**config.mk**
```make
export PLATFORM = sky130hd
export DESIGN_NAME = seqb_launch
export DESIGN_NICKNAME = d
export VERILOG_FILES = /design/src/inc/seqb_pkg.sv /design/src/core/trig_sync.sv /design/src/core/seqb_launch.sv
export VERILOG_INCLUDE_DIRS = /design/src /design/src/inc
export SDC_FILE = /design/constraint.sdc
export NUM_CORES = 1
export LEC_CHECK = 0
export BUFFER_PORTS_ARGS = -buffer_cell sky130_fd_sc_hd__clkbuf_2
export CORE_MARGIN = 3
export CORE_UTILIZATION = 55
export DETAILED_ROUTE_END_ITERATION = 7
export GPL_TIMING_DRIVEN = 0
export PLACE_DENSITY = 0.93
export SYNTH_ARGS = -nofsm -noshare
export SYNTH_HDL_FRONTEND = slang
export SYNTH_SLANG_ARGS = --single-unit
```
**constraint.sdc**
```tcl
create_clock -name pclk -period 4.9 [get_ports pclk]
set_input_delay 0.49 -clock pclk [delete_from_list [all_inputs] [get_ports pclk]]
set_output_delay 0.49 -clock pclk [all_outputs]
set_load 0.02 [all_outputs]
```
**src/inc/seqb_defs.svh**
```systemverilog
`ifndef SEQB_DEFS_SVH
`define SEQB_DEFS_SVH

// register byte offsets
`define SEQB_CONTROL_OFS 12'h00c
`define SEQB_RESULT_OFS  12'h014
`define SEQB_AUX_OFS     12'h040

// control register fields
`define SEQB_CHAN_LSB    0
`define SEQB_CHAN_W      12
`define SEQB_POL_BIT     18
`define SEQB_START_BIT   26
`define SEQB_BURST_BIT   27
`define SEQB_STEP_BIT    28
`define SEQB_MODE_BIT    30
`define SEQB_ENABLE_BIT  31
`define SEQB_CONTROL_RST 32'h0000_0000

// global result register fields
`define SEQB_RES_LSB     4
`define SEQB_CHN_LSB     26
`define SEQB_OVR_BIT     30
`define SEQB_VALID_BIT   31

// auxiliary status and control fields
`define SEQB_AUX_FLAG_BIT  0
`define SEQB_AUX_OVRIE_BIT 1
`define SEQB_AUX_BUSY_BIT  2

`endif

```
**src/inc/seqb_pkg.sv**
```systemverilog
package seqb_pkg;

  typedef enum logic [0:0] {
    ST_IDLE = 1'b0,
    ST_CONV = 1'b1
  } seq_state_t;

  typedef enum logic [1:0] {
    SEL_NONE   = 2'b00,
    SEL_CTRL   = 2'b01,
    SEL_RESULT = 2'b10,
    SEL_AUX    = 2'b11
  } reg_sel_t;

endpackage : seqb_pkg

```
**src/core/trig_sync.sv**
```systemverilog
`timescale 1ns/100ps
module trig_sync
(
  // clock and reset
  input  wire logic pclk,
  input  wire logic presetn,
  // asynchronous level in, synchronised level out
  input  wire logic async_in,
  output logic      sync_out
);

  logic meta_r;
  logic meta_nxt;
  logic sync_r;
  logic sync_nxt;

  always_comb
  begin
    meta_nxt = async_in;
    sync_nxt = meta_r;
  end

  always_ff @(posedge pclk or negedge presetn)
  begin
    if (!presetn)
    begin
      meta_r <= 1'b0;
      sync_r <= 1'b0;
    end
    else
    begin
      meta_r <= meta_nxt;
      sync_r <= sync_nxt;
    end
  end

  assign sync_out = sync_r;

endmodule : trig_sync

```
**src/core/seqb_launch.sv**
```systemverilog
// Register access over APB is this design's own decision.
`timescale 1ns/100ps
`include "seqb_defs.svh"

module seqb_launch
  import seqb_pkg::*;
(
  // apb slave
  input  wire logic        pclk,
  input  wire logic        presetn,
  input  wire logic [11:0] paddr,
  input  wire logic        psel,
  input  wire logic        penable,
  input  wire logic        pwrite,
  input  wire logic [31:0] pwdata,
  output logic      [31:0] prdata,
  output logic             pready,
  output logic             pslverr,
  // hardware trigger pin
  input  wire logic        trig_pin,
  // converter core
  output logic             conv_start,
  output logic      [3:0]  conv_chan,
  input  wire logic        conv_done,
  input  wire logic [11:0] conv_result,
  // flags to interrupt and dma logic
  input  wire logic        dma_clear,
  output logic             seq_flag,
  output logic             overrun_flag
);

  ////////////////////////////////////////////////////////////////////////////
  // helpers

  function automatic reg_sel_t decode(input logic [11:0] a);
    if (a == `SEQB_CONTROL_OFS)
      return SEL_CTRL;
    else if (a == `SEQB_RESULT_OFS)
      return SEL_RESULT;
    else if (a == `SEQB_AUX_OFS)
      return SEL_AUX;
    else
      return SEL_NONE;
  endfunction : decode

  // {found, index} of lowest enabled channel at or above from
  function automatic logic [4:0] find_chan(input logic [11:0] mask,
                                           input logic [4:0]  from);
    logic [4:0] res;
    res = 5'h00;
    for (int i = 11; i >= 0; i--)
    begin
      if (mask[i] && (5'(i) >= from))
        res = {1'b1, 4'(i)};
    end
    return res;
  endfunction : find_chan

  ////////////////////////////////////////////////////////////////////////////
  // bus decode

  reg_sel_t sel;
  logic     wr_acc;
  logic     rd_acc;
  logic     setup;
  logic     start_pulse;
  logic     rd_clear;

  assign sel         = decode(paddr);
  assign setup       = psel && !penable;
  assign wr_acc      = psel && penable && pwrite;
  assign rd_acc      = psel && penable && !pwrite;
  assign pready      = 1'b1;
  assign pslverr     = psel && penable && (sel == SEL_NONE);
  assign start_pulse = wr_acc && (sel == SEL_CTRL) && pwdata[`SEQB_START_BIT];
  // clear with the snapshot so no result slips in between
  assign rd_clear    = setup && !pwrite && (sel == SEL_RESULT);

  ////////////////////////////////////////////////////////////////////////////
  // configuration registers

  logic [11:0] chan_r, chan_nxt;
  logic        pol_r, pol_nxt;
  logic        burst_r, burst_nxt;
  logic        step_r, step_nxt;
  logic        mode_r, mode_nxt;
  logic        ena_r, ena_nxt;
  logic        ovr_ie_r, ovr_ie_nxt;

  always_comb
  begin
    chan_nxt   = chan_r;
    pol_nxt    = pol_r;
    burst_nxt  = burst_r;
    step_nxt   = step_r;
    mode_nxt   = mode_r;
    ena_nxt    = ena_r;
    ovr_ie_nxt = ovr_ie_r;
    if (wr_acc && (sel == SEL_CTRL))
    begin
      chan_nxt  = pwdata[`SEQB_CHAN_LSB +: `SEQB_CHAN_W];
      pol_nxt   = pwdata[`SEQB_POL_BIT];
      burst_nxt = pwdata[`SEQB_BURST_BIT];
      step_nxt  = pwdata[`SEQB_STEP_BIT];
      mode_nxt  = pwdata[`SEQB_MODE_BIT];
      ena_nxt   = pwdata[`SEQB_ENABLE_BIT];
    end
    if (wr_acc && (sel == SEL_AUX))
      ovr_ie_nxt = pwdata[`SEQB_AUX_OVRIE_BIT];
  end

  always_ff @(posedge pclk or negedge presetn)
  begin
    if (!presetn)
    begin
      chan_r   <= 12'h000;
      pol_r    <= 1'b0;
      burst_r  <= 1'b0;
      step_r   <= 1'b0;
      mode_r   <= 1'b0;
      ena_r    <= 1'b0;
      ovr_ie_r <= 1'b0;
    end
    else
    begin
      chan_r   <= chan_nxt;
      pol_r    <= pol_nxt;
      burst_r  <= burst_nxt;
      step_r   <= step_nxt;
      mode_r   <= mode_nxt;
      ena_r    <= ena_nxt;
      ovr_ie_r <= ovr_ie_nxt;
    end
  end

  ////////////////////////////////////////////////////////////////////////////
  // trigger edge detection

  logic trig_lvl;
  logic act;
  logic act_prev_r, act_prev_nxt;
  logic hw_edge;
  logic trig;

  trig_sync u_sync
  (
    .pclk     (pclk),
    .presetn  (presetn),
    .async_in (trig_pin),
    .sync_out (trig_lvl)
  );

  always_comb
  begin
    act          = pol_r ? trig_lvl : !trig_lvl;
    act_prev_nxt = ena_r ? act : 1'b0;
  end

  always_ff @(posedge pclk or negedge presetn)
  begin
    if (!presetn)
      act_prev_r <= 1'b0;
    else
      act_prev_r <= act_prev_nxt;
  end

  assign hw_edge = act && !act_prev_r;
  assign trig    = ena_r && !burst_r && (hw_edge || start_pulse);

  ////////////////////////////////////////////////////////////////////////////
  // sequencer

  seq_state_t  state_r, state_nxt;
  logic [3:0]  cur_r, cur_nxt;
  logic [4:0]  ptr_r, ptr_nxt;
  logic        cont_r, cont_nxt;
  logic        start_r, start_nxt;
  logic        eos;
  logic [4:0]  first;
  logic [4:0]  after;

  assign first = find_chan(chan_r, ptr_r);
  assign after = find_chan(chan_r, {1'b0, cur_r} + 5'h01);

  always_comb
  begin
    state_nxt = state_r;
    cur_nxt   = cur_r;
    ptr_nxt   = ptr_r;
    cont_nxt  = cont_r;
    start_nxt = 1'b0;
    eos       = 1'b0;
    case (state_r)
      ST_IDLE:
      begin
        if (!ena_r)
          cont_nxt = 1'b0;
        else if (!first[4])
          ptr_nxt = 5'h00;
        else if (burst_r || cont_r || trig)
        begin
          state_nxt = ST_CONV;
          cur_nxt   = first[3:0];
          start_nxt = 1'b1;
        end
      end
      ST_CONV:
      begin
        if (conv_done)
        begin
          state_nxt = ST_IDLE;
          eos       = !after[4];
          ptr_nxt   = eos ? 5'h00 : {1'b0, cur_r} + 5'h01;
          cont_nxt  = !eos && !step_r && ena_r;
        end
      end
      default:
        state_nxt = ST_IDLE;
    endcase
  end

  always_ff @(posedge pclk or negedge presetn)
  begin
    if (!presetn)
    begin
      state_r <= ST_IDLE;
      cur_r   <= 4'h0;
      ptr_r   <= 5'h00;
      cont_r  <= 1'b0;
      start_r <= 1'b0;
    end
    else
    begin
      state_r <= state_nxt;
      cur_r   <= cur_nxt;
      ptr_r   <= ptr_nxt;
      cont_r  <= cont_nxt;
      start_r <= start_nxt;
    end
  end

  assign conv_start = start_r;
  assign conv_chan  = cur_r;

  ////////////////////////////////////////////////////////////////////////////
  // result, overrun and sequence flag

  logic [11:0] res_r, res_nxt;
  logic        valid_r, valid_nxt;
  logic        ovr_r, ovr_nxt;
  logic        eos_flag_r, eos_flag_nxt;
  logic        aux_clr;

  assign aux_clr = wr_acc && (sel == SEL_AUX) && pwdata[`SEQB_AUX_FLAG_BIT];

  always_comb
  begin
    res_nxt      = res_r;
    valid_nxt    = valid_r;
    ovr_nxt      = ovr_r;
    eos_flag_nxt = eos_flag_r;
    if (conv_done && (state_r == ST_CONV))
    begin
      res_nxt   = conv_result;
      valid_nxt = 1'b1;
      ovr_nxt   = !rd_clear && (ovr_r || valid_r);
    end
    else if (rd_clear)
    begin
      valid_nxt = 1'b0;
      ovr_nxt   = 1'b0;
    end
    if (aux_clr || dma_clear)
      eos_flag_nxt = 1'b0;
    if (eos && mode_r)
      eos_flag_nxt = 1'b1;
  end

  always_ff @(posedge pclk or negedge presetn)
  begin
    if (!presetn)
    begin
      res_r      <= 12'h000;
      valid_r    <= 1'b0;
      ovr_r      <= 1'b0;
      eos_flag_r <= 1'b0;
    end
    else
    begin
      res_r      <= res_nxt;
      valid_r    <= valid_nxt;
      ovr_r      <= ovr_nxt;
      eos_flag_r <= eos_flag_nxt;
    end
  end

  assign seq_flag     = mode_r ? eos_flag_r : valid_r;
  assign overrun_flag = !mode_r && ovr_ie_r && ovr_r;

  ////////////////////////////////////////////////////////////////////////////
  // read data

  logic [31:0] rdata_r, rdata_nxt;
  logic [3:0]  chn_r, chn_nxt;

  assign chn_nxt = (conv_done && (state_r == ST_CONV)) ? cur_r : chn_r;

  always_comb
  begin
    rdata_nxt = rdata_r;
    if (setup)
    begin
      rdata_nxt = 32'h0000_0000;
      if (sel == SEL_CTRL)
      begin
        rdata_nxt[`SEQB_CHAN_LSB +: `SEQB_CHAN_W] = chan_r;
        rdata_nxt[`SEQB_POL_BIT]   = pol_r;
        rdata_nxt[`SEQB_BURST_BIT] = burst_r;       // start bit stays zero
        rdata_nxt[`SEQB_STEP_BIT]  = step_r;
        rdata_nxt[`SEQB_MODE_BIT]  = mode_r;
        rdata_nxt[`SEQB_ENABLE_BIT] = ena_r;
      end
      else if (sel == SEL_RESULT)
      begin
        rdata_nxt[`SEQB_RES_LSB +: 12] = res_r;
        rdata_nxt[`SEQB_CHN_LSB +: 4]  = chn_r;
        rdata_nxt[`SEQB_OVR_BIT]       = ovr_r;
        rdata_nxt[`SEQB_VALID_BIT]     = valid_r;
      end
      else if (sel == SEL_AUX)
      begin
        rdata_nxt[`SEQB_AUX_FLAG_BIT]  = eos_flag_r;
        rdata_nxt[`SEQB_AUX_OVRIE_BIT] = ovr_ie_r;
        rdata_nxt[`SEQB_AUX_BUSY_BIT]  = (state_r == ST_CONV) || cont_r;
      end
    end
  end

  always_ff @(posedge pclk or negedge presetn)
  begin
    if (!presetn)
    begin
      rdata_r <= 32'h0000_0000;
      chn_r   <= 4'h0;
    end
    else
    begin
      rdata_r <= rdata_nxt;
      chn_r   <= chn_nxt;
    end
  end

  assign prdata = rdata_r;
endmodule : seqb_launch

```
==> qor.log, run 1 <==
INFO  status         status=complete, no violations
INFO  cts            root_buffer=sky130_fd_sc_hd__clkbuf_8
INFO  timing         finalSetupTns=0ns
INFO  cts            numCtsBuffers=9
INFO  cts            cts.clk_slew.worst_paths=0.08ns
INFO  cts            cts_tree=done
INFO  die            fp.dieArea=0.00791mm2
INFO  timing         max-slew-margin-rel=65.8%
INFO  drt            detailedRoute.firstIterationViolations=277
INFO  die            die_height=89.0um
INFO  global_route   vias_in_the_first_global_route=3,110
INFO  cts            holdBufCountCts=0
INFO  synthesis      synthesis.yosys.warnings=0
INFO  cts            cts_max_path_buffers=2
INFO  synthesis      ys_dominant_reg_cell=sky130_fd_sc_hd__dfrtp_1
INFO  drt            route.vias.total=3,185
INFO  timing         grt_setup_unrepaired=no
INFO  setup_path     critPathKind=in2out
INFO  synthesis      synth-async-reset-ratio=100%
INFO  pwr            vdd.ir_drop.worst=0.244mV
INFO  synthesis      ys_top_cells_by_count=sky130_fd_sc_hd__dfrtp_1, sky130_fd_sc_hd__nand2_1, sky130_fd_sc_hd__o21ai_0
INFO  finish         n_antenna_cell=0
INFO  global_route   antenna_found_initial=0
INFO  cts            total_number_of_h_tree_levels=3
INFO  drt            routedWlPerCell=18.6um
INFO  synthesis      synth.cell_area=0.00378mm2
INFO  timing         final_max_slew_viol_count=0
INFO  setup_path     worst_ep_arrival=1.90ns
INFO  global_route   globalRoute.totalOverflow=0
INFO  setup_path     cp-end-kind=output port
INFO  cts            cts-resized-gates=0
INFO  synthesis      yosysTopAreaCellShare=49.6%
INFO  drt            drt.antenna.violating_nets=0
INFO  timing         final_hold_fails=0
INFO  setup_path     worstRegToRegCells=7
INFO  global_route   grt.total_usage=25.4%
INFO  die            num_rows=29
INFO  setup_path     max_fanout_on_critical_path=10
INFO  pwr            power_per_cell_area=259mW/mm2
INFO  setup_path     required=4.41ns
INFO  cts            postCtsSetupBuffers=0
INFO  synthesis      synth_cells=346
INFO  synthesis      syn_area_per_cell=10.9um2
INFO  timing         maxClockFrequency=419MHz
INFO  setup_path     crit_top_cell=sky130_fd_sc_hd__clkbuf_2
INFO  drt            drc=0
INFO  placement      post_dp_cell_area=0.00434mm2
INFO  synthesis      post_synthesis_cell_type_with_the_largest_combined_area=sky130_fd_sc_hd__dfrtp_1
INFO  finish         synthToLayoutAreaGrowth=19.7%
INFO  placement      dp_worst_setup_slack=2.54ns
INFO  placement      place.detailed.hpwl=7170um
INFO  timing         final_critical_path_setup_slack=2.51ns
INFO  die            die_w=89.0um
INFO  synthesis      synth_edf_count=0
INFO  timing         finalSetupViolations=0
INFO  die            i_o_pin_count=105
INFO  timing         final.period_utilization=48.7%
INFO  setup_path     crit_path_top_delay_cell=sky130_fd_sc_hd__nor4_1
INFO  placement      finalWeightedCongestion=0.933
INFO  timing         skew=0.0117ns
INFO  synthesis      netlist-cell-type-count=65
INFO  drt            post_drt_via_cell_ratio=6.03
INFO  cts            clkLatencyLatePin=0.35ns
INFO  setup_path     cp_cell_sequence=clkbuf_2 > and4bb_2 > and3_1 > buf_6 > buf_4 > nor4_1 > clkbuf_2
INFO  setup_path     worst_setup_path_start_kind=input port
INFO  timing         final.min_clock_period=2.39ns
INFO  finish         layout.nets=513
INFO  finish         layout-drive-gt1-share=35.7%
INFO  synthesis      synth-seq-cells=75
INFO  synthesis      synth.area.top_cells=sky130_fd_sc_hd__dfrtp_1, sky130_fd_sc_hd__mux2_2, sky130_fd_sc_hd__nand2_1, sky130_fd_sc_hd__o21ai_0, sky130_fd_sc_hd__mux2_4
INFO  drt            postRouteWirelength=9800um
INFO  synthesis      synthMostInstantiatedCell=sky130_fd_sc_hd__dfrtp_1
INFO  placement      placement.io_buffers=80
INFO  cts            cts.sink_count=75
INFO  timing         worstMarginPinSlew=0.509ns
INFO  die            core=0.00649mm2
INFO  synthesis      synth.yosys.seq_area_share=49.6%
INFO  global_route   grt_start_max_net_pins=66
INFO  drt            firstDrtPassIters=5
INFO  global_route   grt_first_pass_wirelength=15,400um
INFO  setup_path     critical_path.max_stage_delay=0.29ns
INFO  worst_hold_path worst_hold_path_type=in2async
INFO  die            initial_cell_density_of_the_core=58.3%
INFO  pwr            power.leakage=2.25nW
INFO  finish         final_area=0.00453mm2
INFO  run            maxCapViolations=0
worst max-delay path, delay by kind of cell:
family                 cells  cell delay, ns
buffers and inverters      4            0.69
AND/OR/NAND/NOR            3            0.71
cell type report:
cell class	count	area (um2)
fillers	480	1960
flip-flops and latches	75	1880
multi-input cells	241	1720
repair buffers	81	430
plain buffers	26	178
clock buffers	13	169
well taps	77	96.3
inverters	12	45.0
clock inverters	3	21.3
metal layers:
| layer | vias to the layer above | part of all wire, % | GRT usage (%) |
|---|---|---|---|
| met2 | 154 | 50 | 42.1 |
| met1 | 1561 | 41 | 33.9 |
| met5 | - | 0 | 0 |
| li1 | 1446 | - | - |
| met4 | 0 | 2.1 | 8.66 |
| met3 | 24 | 7.5 | 4.70 |
cells in the final DEF (no fill, tap or decap), types with 6 or more instances in the layout:
| master | Yosys | layout |
|---|---|---|
| sky130_fd_sc_hd__clkbuf_2 | 0 | 79 |
| sky130_fd_sc_hd__dfrtp_1 | 75 | 75 |
| sky130_fd_sc_hd__nand2_1 | 48 | 48 |
| sky130_fd_sc_hd__o21ai_0 | 33 | 33 |
| sky130_fd_sc_hd__mux2_2 | 22 | 22 |
| sky130_fd_sc_hd__a22oi_1 | 14 | 14 |
| sky130_fd_sc_hd__inv_1 | 12 | 12 |
| sky130_fd_sc_hd__clkbuf_8 | 0 | 12 |
| sky130_fd_sc_hd__buf_4 | 11 | 11 |
| sky130_fd_sc_hd__mux2_4 | 10 | 10 |
| sky130_fd_sc_hd__conb_1 | 2 | 10 |
| sky130_fd_sc_hd__nor2_1 | 8 | 8 |
| sky130_fd_sc_hd__a21oi_1 | 8 | 8 |
| sky130_fd_sc_hd__o211ai_1 | 7 | 7 |
| sky130_fd_sc_hd__clkbuf_1 | 6 | 7 |
| sky130_fd_sc_hd__buf_2 | 6 | 6 |
cell families after synthesis:
kind of cell / after synthesis / synth area share, %
flip-flops: 75 / 49.6
AND/OR/NAND/NOR: 95 / 13.8
XOR/XNOR: 3 / 0.694
multiplexers: 35 / 11.3
other: 2 / 0.198
buffers and inverters: 38 / 5.88
adder cells (fa/ha/maj): 3 / 0.992
AO/OA/AOI/OAI: 95 / 17.5
sequential cells by signal (all words and copies together) (netlist names), 4 cells and up:
name,cells
prdata,23
chan_r,12
res_r,12
ptr_r,5
chn_r,4
conv_chan,4
path summary, 6_finish.rpt:
path,from,slack [ns],endpoint
setup reg to reg,conv_chan[1]$_DFFE_PN0P_,2.58,eos_flag_r$_DFFE_PN0P_
hold reg to reg,u_sync.meta_r$_DFF_PN0_,0.37,u_sync.sync_out$_DFF_PN0_
min in group pclk,trig_pin,0.26,u_sync.meta_r$_DFF_PN0_
hold / removal,presetn,0.003,chan_r[2]$_DFFE_PN0P_
max in group asynchronous,presetn,4.33,res_r[5]$_DFFE_PN0P_
setup / recovery,paddr[4],2.51,pslverr
per-stage QoR:
| stage | hold slack [ns] | utilization, % | cells | total power, W |
|---|---|---|---|---|
| after floorplan | 0.194 | - | 354 | 0.000686 |
| after global placement | 0.335 | 66.4 | 511 | 0.000729 |
| after detailed placement | 0.351 | 66.8 | 512 | 0.000735 |
| after CTS | 0.0114 | 69.8 | 528 | 0.00117 |
| after global routing | 0.00402 | 69.8 | 528 | 0.00122 |
| final | 0.00327 | 69.8 | 528 | 0.00118 |
report_power, final:
group / total [W] / internal [W] / switching (W)
Combinational: 0.0000825 / 0.0000358 / 0.0000467
Sequential: 0.000641 / 0.000632 / 0.00000873
Clock: 0.000452 / 0.000226 / 0.000226
Total: 0.00118 / 0.000894 / 0.000282
No activity file was read; power rests on OpenSTA's default activity.
==> inputs of run 2 (changes only) <==
Settings changed: CORE_UTILIZATION 55 to 52, PLACE_DENSITY 0.93 to 0.89.
Clock period 4.9 ns to 2.45 ns, I/O delays scaled along.
==> qor.log, run 2 (synthesis gave the netlist of run 1 again) <==
INFO  cts            numCtsBuffers=9
INFO  cts            cts.clk_slew.worst_paths=0.09ns
INFO  pwr            design_power_total=0.00246W
INFO  pwr            seq_power_share=52.1%
INFO  setup_path     worst_setup_path_start_kind=flip-flop
INFO  finish         synthToLayoutAreaGrowth=21.4%
INFO  die            i_o_pin_count=105
INFO  die            num_rows=30
INFO  global_route   grt_first_pass_wirelength=15,400um
INFO  worst_hold_path timing.hold.worst_path_depth=2
INFO  pwr            power_frac_clock=41.2%
INFO  setup_path     critical_path.max_stage_delay=0.43ns
INFO  setup_path     worst_ep_arrival=2.47ns
INFO  pwr            switching_power=0.000613W
INFO  global_route   grt_start_max_net_pins=64
INFO  cts            holdBufCountCts=2
INFO  pwr            internal_power=0.00185W
INFO  cts            root_buffer=sky130_fd_sc_hd__clkbuf_8
INFO  setup_path     cp_cell_sequence=inv_1 > ha_1 > or3_1 > a221oi_1 > o2111ai_1 > nand2_2 > o32ai_1
INFO  global_route   grt.total_usage=23.3%
INFO  finish         final_core_util=66.5%
INFO  pwr            power.leakage=2.26nW
INFO  cts            cts-resized-gates=0
INFO  timing         grt_setup_unrepaired=no
INFO  timing         final.min_clock_period=2.26ns
INFO  placement      dp_worst_setup_slack=0.284ns
INFO  finish         n_antenna_cell=0
INFO  cts            total_number_of_h_tree_levels=3
INFO  setup_path     crit_end=ptr_r[3]$_DFFE_PN0P_
INFO  placement      placement.io_buffers=80
INFO  timing         final.period_utilization=92.0%
INFO  cts            cts_max_path_buffers=2
INFO  setup_path     cp-end-kind=flip-flop
INFO  timing         finalSetupViolations=0
INFO  drt            detailedRoute.firstIterationViolations=256
INFO  drt            post_drt_via_cell_ratio=5.63
INFO  status         status=complete, no violations
INFO  finish         layout-drive-gt1-share=35.8%
INFO  cts            postCtsSetupBuffers=0
INFO  drt            drc=0
INFO  setup_path     reg2reg_from=conv_chan[1]$_DFFE_PN0P_
INFO  drt            routedWlPerCell=17.4um
INFO  timing         finalSetupTns=0ns
INFO  cts            clkLatencyLatePin=0.35ns
INFO  setup_path     required=2.66ns
INFO  global_route   met1_usage=30.0%
INFO  die            die_w=91.3um
INFO  pwr            net_switching_fraction_of_the_power=24.9%
INFO  global_route   vias_in_the_first_global_route=3,143
INFO  setup_path     critPathTopFamily=compound AO/OA/AOI/OAI gates
INFO  global_route   grt_most_used_layer=met2
INFO  die            fp.dieArea=0.00834mm2
INFO  global_route   globalRoute.totalOverflow=0
INFO  pwr            power_per_cell_area=535mW/mm2
INFO  timing         final_hold_fails=0
INFO  worst_hold_path worst_hold_path_type=in2reg
INFO  placement      finalWeightedCongestion=0.897
INFO  finish         fillers=544
INFO  finish         mostFrequentLayoutCell=sky130_fd_sc_hd__clkbuf_2
INFO  setup_path     reg_to_reg_setup_timing_slack=0.19ns
INFO  placement      place.detailed.hpwl=7010um
INFO  setup_path     timing.critical_path.from=conv_chan[1]$_DFFE_PN0P_
INFO  setup_path     worstRegToRegCells=7
INFO  die            core=0.00691mm2
INFO  timing         maxClockFrequency=443MHz
INFO  setup_path     cp_num_cells=7
INFO  finish         final_cell_mix=sky130_fd_sc_hd__clkbuf_2, sky130_fd_sc_hd__dfrtp_1, sky130_fd_sc_hd__nand2_1, sky130_fd_sc_hd__o21ai_0, sky130_fd_sc_hd__mux2_2
INFO  timing         final_max_slew_viol_count=0
INFO  drt            drt.antenna.violating_nets=0
INFO  pwr            combPwrFrac=6.7%
INFO  cts            cts_tree=done
INFO  setup_path     worstPathBufferInverterCount=1
INFO  finish         largest_reg_flops=23
INFO  global_route   grtUsageMet2=38.0%
INFO  global_route   met3_usage=5.63%
INFO  cts            cts.sink_count=75
INFO  setup_path     critPathKind=reg2reg
INFO  worst_hold_path worst_hold_startpoint=conv_result[11]
INFO  pwr            vdd.ir_drop.worst=0.307mV
INFO  drt            postRouteWirelength=9530um
INFO  timing         skew=0.00862ns
INFO  setup_path     worstReg2RegEnd=ptr_r[3]$_DFFE_PN0P_
INFO  drt            route.vias.total=3,091
INFO  global_route   antenna_found_initial=0
INFO  run            maxCapViolations=0
INFO  finish         layout.nets=515
INFO  timing         final_critical_path_setup_slack=0.195ns
INFO  setup_path     max_fanout_on_critical_path=6
INFO  die            die_height=91.3um
INFO  die            initial_cell_density_of_the_core=54.8%
INFO  drt            firstDrtPassIters=4
INFO  setup_path     crit_path_top_delay_cell=sky130_fd_sc_hd__dfrtp_1
## run 2: cell types whose count changed in the layout (fill, tap and decap cells not counted), sizes merged
cell,delta
clkbuf,-3
clkinv,-2
clkinvlp,+2
dlygate4sd3,+2
inv,+2
bufinv,+1
## run 2: final cells by class
type / count / area, um2 / area share, %
clock inverters: 6 / 72.6 / 1.58
flip-flops and latches: 75 / 1880 / 40.8
multi-input cells: 241 / 1720 / 37.3
well taps: 96 / 120 / 2.61
plain buffers: 26 / 178 / 3.87
repair buffers: 83 / 450 / 9.80
clock buffers: 10 / 138 / 2.99
inverters: 12 / 45.0 / 0.980
## run 2: power groups by stage
stage	combinational, W	sequential, W	clock, W
after floorplan	0.0000732	0.00130	0
after global placement	0.000154	0.00130	0
after detailed placement	0.000164	0.00130	0
after CTS	0.000167	0.00128	0.00101
after global routing	0.000183	0.00128	0.00107
final	0.000166	0.00128	0.00101
## run 2: per-stage QoR
| step | instance area [um2] | std cells | hold WS, ns |
|---|---|---|---|
| finish | 4600 | 549 | 0.116 |
| global route | 4600 | 549 | 0.109 |
| CTS | 4600 | 549 | 0.112 |
| detailed placement | 4370 | 531 | 0.135 |
| global placement | 4340 | 530 | 0.334 |
| floorplan | 3810 | 354 | -0.0506 |
## run 2: how the worst min path moves through the flow
stage | to | slack [ns]
after floorplan | act_prev_r$_DFF_PN0_ | -0.05
after global placement | u_sync.sync_out$_DFF_PN0_ | 0.33
after detailed placement | res_r[3]$_DFFE_PN0P_ | 0.14
after CTS | res_r[11]$_DFFE_PN0P_ | 0.11
after global routing | res_r[11]$_DFFE_PN0P_ | 0.11
final | res_r[11]$_DFFE_PN0P_ | 0.12
## run 2: worst reg2reg max path, cell delays in order (launching register included)
cell and delay, ns:
sky130_fd_sc_hd__dfrtp_1 0.43, sky130_fd_sc_hd__inv_1 0.12, sky130_fd_sc_hd__ha_1 0.37, sky130_fd_sc_hd__or3_1 0.40
sky130_fd_sc_hd__a221oi_1 0.27, sky130_fd_sc_hd__o2111ai_1 0.23, sky130_fd_sc_hd__nand2_2 0.20, sky130_fd_sc_hd__o32ai_1 0.11
## run 2: metal layers
metal | vias to the layer above | routed length, um
li1 | 1438 | -
met4 | 0 | 225
met5 | - | 0
met3 | 21 | 762
met1 | 1502 | 3970
met2 | 130 | 4570
==> inputs of run 3 (changes only) <==
Settings changed: ABC_AREA set to 1, PLACE_DENSITY 0.89 to 0.9.
==> qor.log, run 3 <==
INFO  cts            postCtsSetupBuffers=0
INFO  timing         skew=0.00834ns
INFO  setup_path     cp-end-kind=flip-flop
INFO  cts            cts_tree=done
INFO  synthesis      post_synthesis_cell_type_with_the_largest_combined_area=sky130_fd_sc_hd__dfrtp_1
INFO  drt            routedWlPerCell=15.0um
INFO  cts            root_buffer=sky130_fd_sc_hd__clkbuf_8
INFO  synthesis      synth.area.top_cells=sky130_fd_sc_hd__dfrtp_1, sky130_fd_sc_hd__nand2_1, sky130_fd_sc_hd__o21ai_0, sky130_fd_sc_hd__inv_1, sky130_fd_sc_hd__nand3_1
INFO  finish         largest_reg_flops=23
INFO  setup_path     critPathTopFamily=simple AND/OR/NAND/NOR gates
INFO  finish         mostFrequentLayoutCell=sky130_fd_sc_hd__nand2_1
INFO  finish         final_cells=615
INFO  die            initial_cell_density_of_the_core=55.3%
INFO  placement      place.detailed.instances=597
INFO  global_route   vias_in_the_first_global_route=3,142
INFO  setup_path     critical_path.max_stage_delay=0.45ns
INFO  finish         n_antenna_cell=0
INFO  global_route   grt_start_max_net_pins=49
INFO  setup_path     critPathKind=reg2reg
INFO  global_route   antenna_found_initial=0
INFO  synthesis      ys_top_cells_by_count=sky130_fd_sc_hd__nand2_1, sky130_fd_sc_hd__dfrtp_1, sky130_fd_sc_hd__inv_1
INFO  die            i_o_pin_count=105
INFO  synthesis      yosysTopAreaCellShare=51.7%
INFO  synthesis      synth.yosys.seq_area_share=51.7%
INFO  finish         synthToLayoutAreaGrowth=22.6%
INFO  synthesis      synth.cell_area=0.00363mm2
INFO  die            core=0.00657mm2
INFO  timing         final_max_slew_viol_count=0
INFO  synthesis      synthesis.yosys.warnings=0
INFO  cts            numCtsBuffers=9
INFO  cts            cts.clk_slew.worst_paths=0.09ns
INFO  timing         max-slew-margin-rel=57.1%
INFO  timing         final.period_utilization=86.5%
INFO  die            die_height=89.6um
INFO  setup_path     crit_path_top_delay_cell=sky130_fd_sc_hd__dfrtp_1
INFO  global_route   globalRoute.totalOverflow=0
INFO  synthesis      synth_edf_count=0
INFO  pwr            power.leakage=2.35nW
INFO  timing         final.min_clock_period=2.12ns
INFO  timing         maxClockFrequency=472MHz
INFO  synthesis      ys_dominant_reg_cell=sky130_fd_sc_hd__dfrtp_1
INFO  finish         final_cell_mix=sky130_fd_sc_hd__nand2_1, sky130_fd_sc_hd__clkbuf_2, sky130_fd_sc_hd__dfrtp_1, sky130_fd_sc_hd__inv_1, sky130_fd_sc_hd__o21ai_0
INFO  placement      placement.io_buffers=80
INFO  synthesis      synthMostInstantiatedCell=sky130_fd_sc_hd__nand2_1
INFO  global_route   grt.total_usage=24.6%
INFO  cts            cts_max_path_buffers=2
INFO  setup_path     max_fanout_on_critical_path=5
INFO  drt            drt.antenna.violating_nets=0
INFO  synthesis      syn_area_per_cell=8.75um2
INFO  cts            total_number_of_h_tree_levels=3
INFO  synthesis      synth-async-reset-ratio=100%
INFO  global_route   met1_usage=32.7%
INFO  die            fp.dieArea=0.00802mm2
INFO  die            num_rows=29
INFO  placement      place.detailed.hpwl=6970um
INFO  cts            clkLatencyLatePin=0.35ns
INFO  timing         grt_setup_unrepaired=no
INFO  finish         layout-drive-gt1-share=25.7%
INFO  setup_path     required=2.71ns
INFO  global_route   met3_usage=5.99%
INFO  synthesis      synth_cells=415
INFO  pwr            vdd.ir_drop.worst=0.418mV
INFO  synthesis      synth-seq-cells=75
INFO  global_route   grtUsageMet2=38.7%
INFO  placement      finalWeightedCongestion=0.902
INFO  cts            cts.sink_count=75
INFO  worst_hold_path worst_hold_path_type=in2reg
INFO  run            maxCapViolations=0
INFO  drt            drc=0
INFO  setup_path     crit_top_cell=sky130_fd_sc_hd__nand2_1
INFO  global_route   grt_first_pass_wirelength=14,800um
INFO  die            die_w=89.6um
INFO  drt            firstDrtPassIters=5
INFO  cts            cts-resized-gates=0
INFO  drt            postRouteWirelength=9200um
INFO  setup_path     worst_setup_path_start_kind=flip-flop
INFO  setup_path     worst_ep_arrival=2.37ns
INFO  timing         final_hold_fails=0
INFO  drt            detailedRoute.firstIterationViolations=277
INFO  setup_path     worstPathBufferInverterCount=3
INFO  finish         layout.nets=584
INFO  setup_path     cp_cell_sequence=inv_1 > ha_1 > inv_1 > nand2_1 > inv_1 > o21ai_0 > nand2_1 > nand2_1 > nand3_1 > nand2_1 > nand2_1 > o22ai_1
INFO  status         status=complete, no violations
INFO  timing         finalSetupViolations=0
INFO  pwr            power_per_cell_area=591mW/mm2
INFO  drt            post_drt_via_cell_ratio=5.34
INFO  synthesis      netlist-cell-type-count=41
INFO  drt            route.vias.total=3,285
INFO  global_route   grt_most_used_layer=met2
INFO  timing         worstMarginPinSlew=0.639ns
INFO  timing         finalSetupTns=0ns
run 3: cell type report:
cell class | instances | area, um2
buffer | 21 | 118
clock buffer | 10 | 138
clock inverter | 6 | 87.6
fill | 540 | 2110
inverter | 55 | 206
multi-input combinational | 272 | 1460
sequential | 75 | 1880
tap | 93 | 116
timing repair buffer | 83 | 450
run 3: metal layers:
layer,share of wire (%),vias to the layer above
li1,-,1549
met4,2.4,0
met3,8.7,26
met1,42,1528
met5,0,-
met2,47,182
run 3: kinds of logic after synthesis:
group           count (synthesis)  synth area share, %
simple gates                  167                 20.6
compound gates                 74                 12.2
other cells                     2                0.207
xor+xnor                        3                0.724
flops                          75                 51.7
buf+inv                        76                 8.92
fa+ha+maj                       3                 1.03
mux                            15                 4.65
run 3: final timing paths:
| path | from | endpoint | slack [ns] | depth (start not counted) |
|---|---|---|---|---|
| setup / recovery | conv_chan[1]$_DFFE_PN0P_ | ptr_r[1]$_DFFE_PN0P_ | 0.33 | 12 |
| hold / removal | conv_result[10] | res_r[10]$_DFFE_PN0P_ | 0.09 | 3 |
| setup reg to reg | conv_chan[1]$_DFFE_PN0P_ | ptr_r[1]$_DFFE_PN0P_ | 0.33 | 12 |
| hold reg to reg | u_sync.meta_r$_DFF_PN0_ | u_sync.sync_out$_DFF_PN0_ | 0.35 | 0 |
| max in group asynchronous | presetn | chan_r[6]$_DFFE_PN0P_ | 1.49 | 3 |
| min in group asynchronous | presetn | prdata[15]$_DFFE_PN0P_ | 0.38 | 2 |
run 3: where the power goes:
part | leakage [nW] | switching, W | total, W | internal, W
registers | 0.966 | 0.0000270 | 0.00131 | 0.00129
logic | 1.27 | 0.000149 | 0.000237 | 0.0000877
clock network | 0.117 | 0.000480 | 0.00108 | 0.000603
run 3: worst reg2reg max path, stage by stage (launching register included):
cell,delay (ns)
sky130_fd_sc_hd__dfrtp_1,0.45
sky130_fd_sc_hd__inv_1,0.11
sky130_fd_sc_hd__ha_1,0.39
sky130_fd_sc_hd__inv_1,0.08
sky130_fd_sc_hd__nand2_1,0.11
sky130_fd_sc_hd__inv_1,0.05
sky130_fd_sc_hd__o21ai_0,0.16
sky130_fd_sc_hd__nand2_1,0.08
sky130_fd_sc_hd__nand2_1,0.07
sky130_fd_sc_hd__nand3_1,0.07
sky130_fd_sc_hd__nand2_1,0.10
sky130_fd_sc_hd__nand2_1,0.14
sky130_fd_sc_hd__o22ai_1,0.23
run 3: timing repair:
item / CTS / global route
setup endpoints to repair: 0 / 0
hold buffers: 2 / 0
endpoints found under the hold margin: 28 / 0
run 3: through the flow:
stage	utilization [%]	power [W]	cell area (um2)	hold WS (ns)	setup slack (ns)
floorplan	-	0.00146	3660	-0.0506	0.533
global placement	63.6	0.00155	4180	0.333	0.452
detailed placement	64.1	0.00157	4210	0.232	0.414
CTS	67.8	0.00265	4450	0.0746	0.369
global route	67.8	0.00274	4450	0.0941	0.170
finish	67.8	0.00263	4450	0.0883	0.331
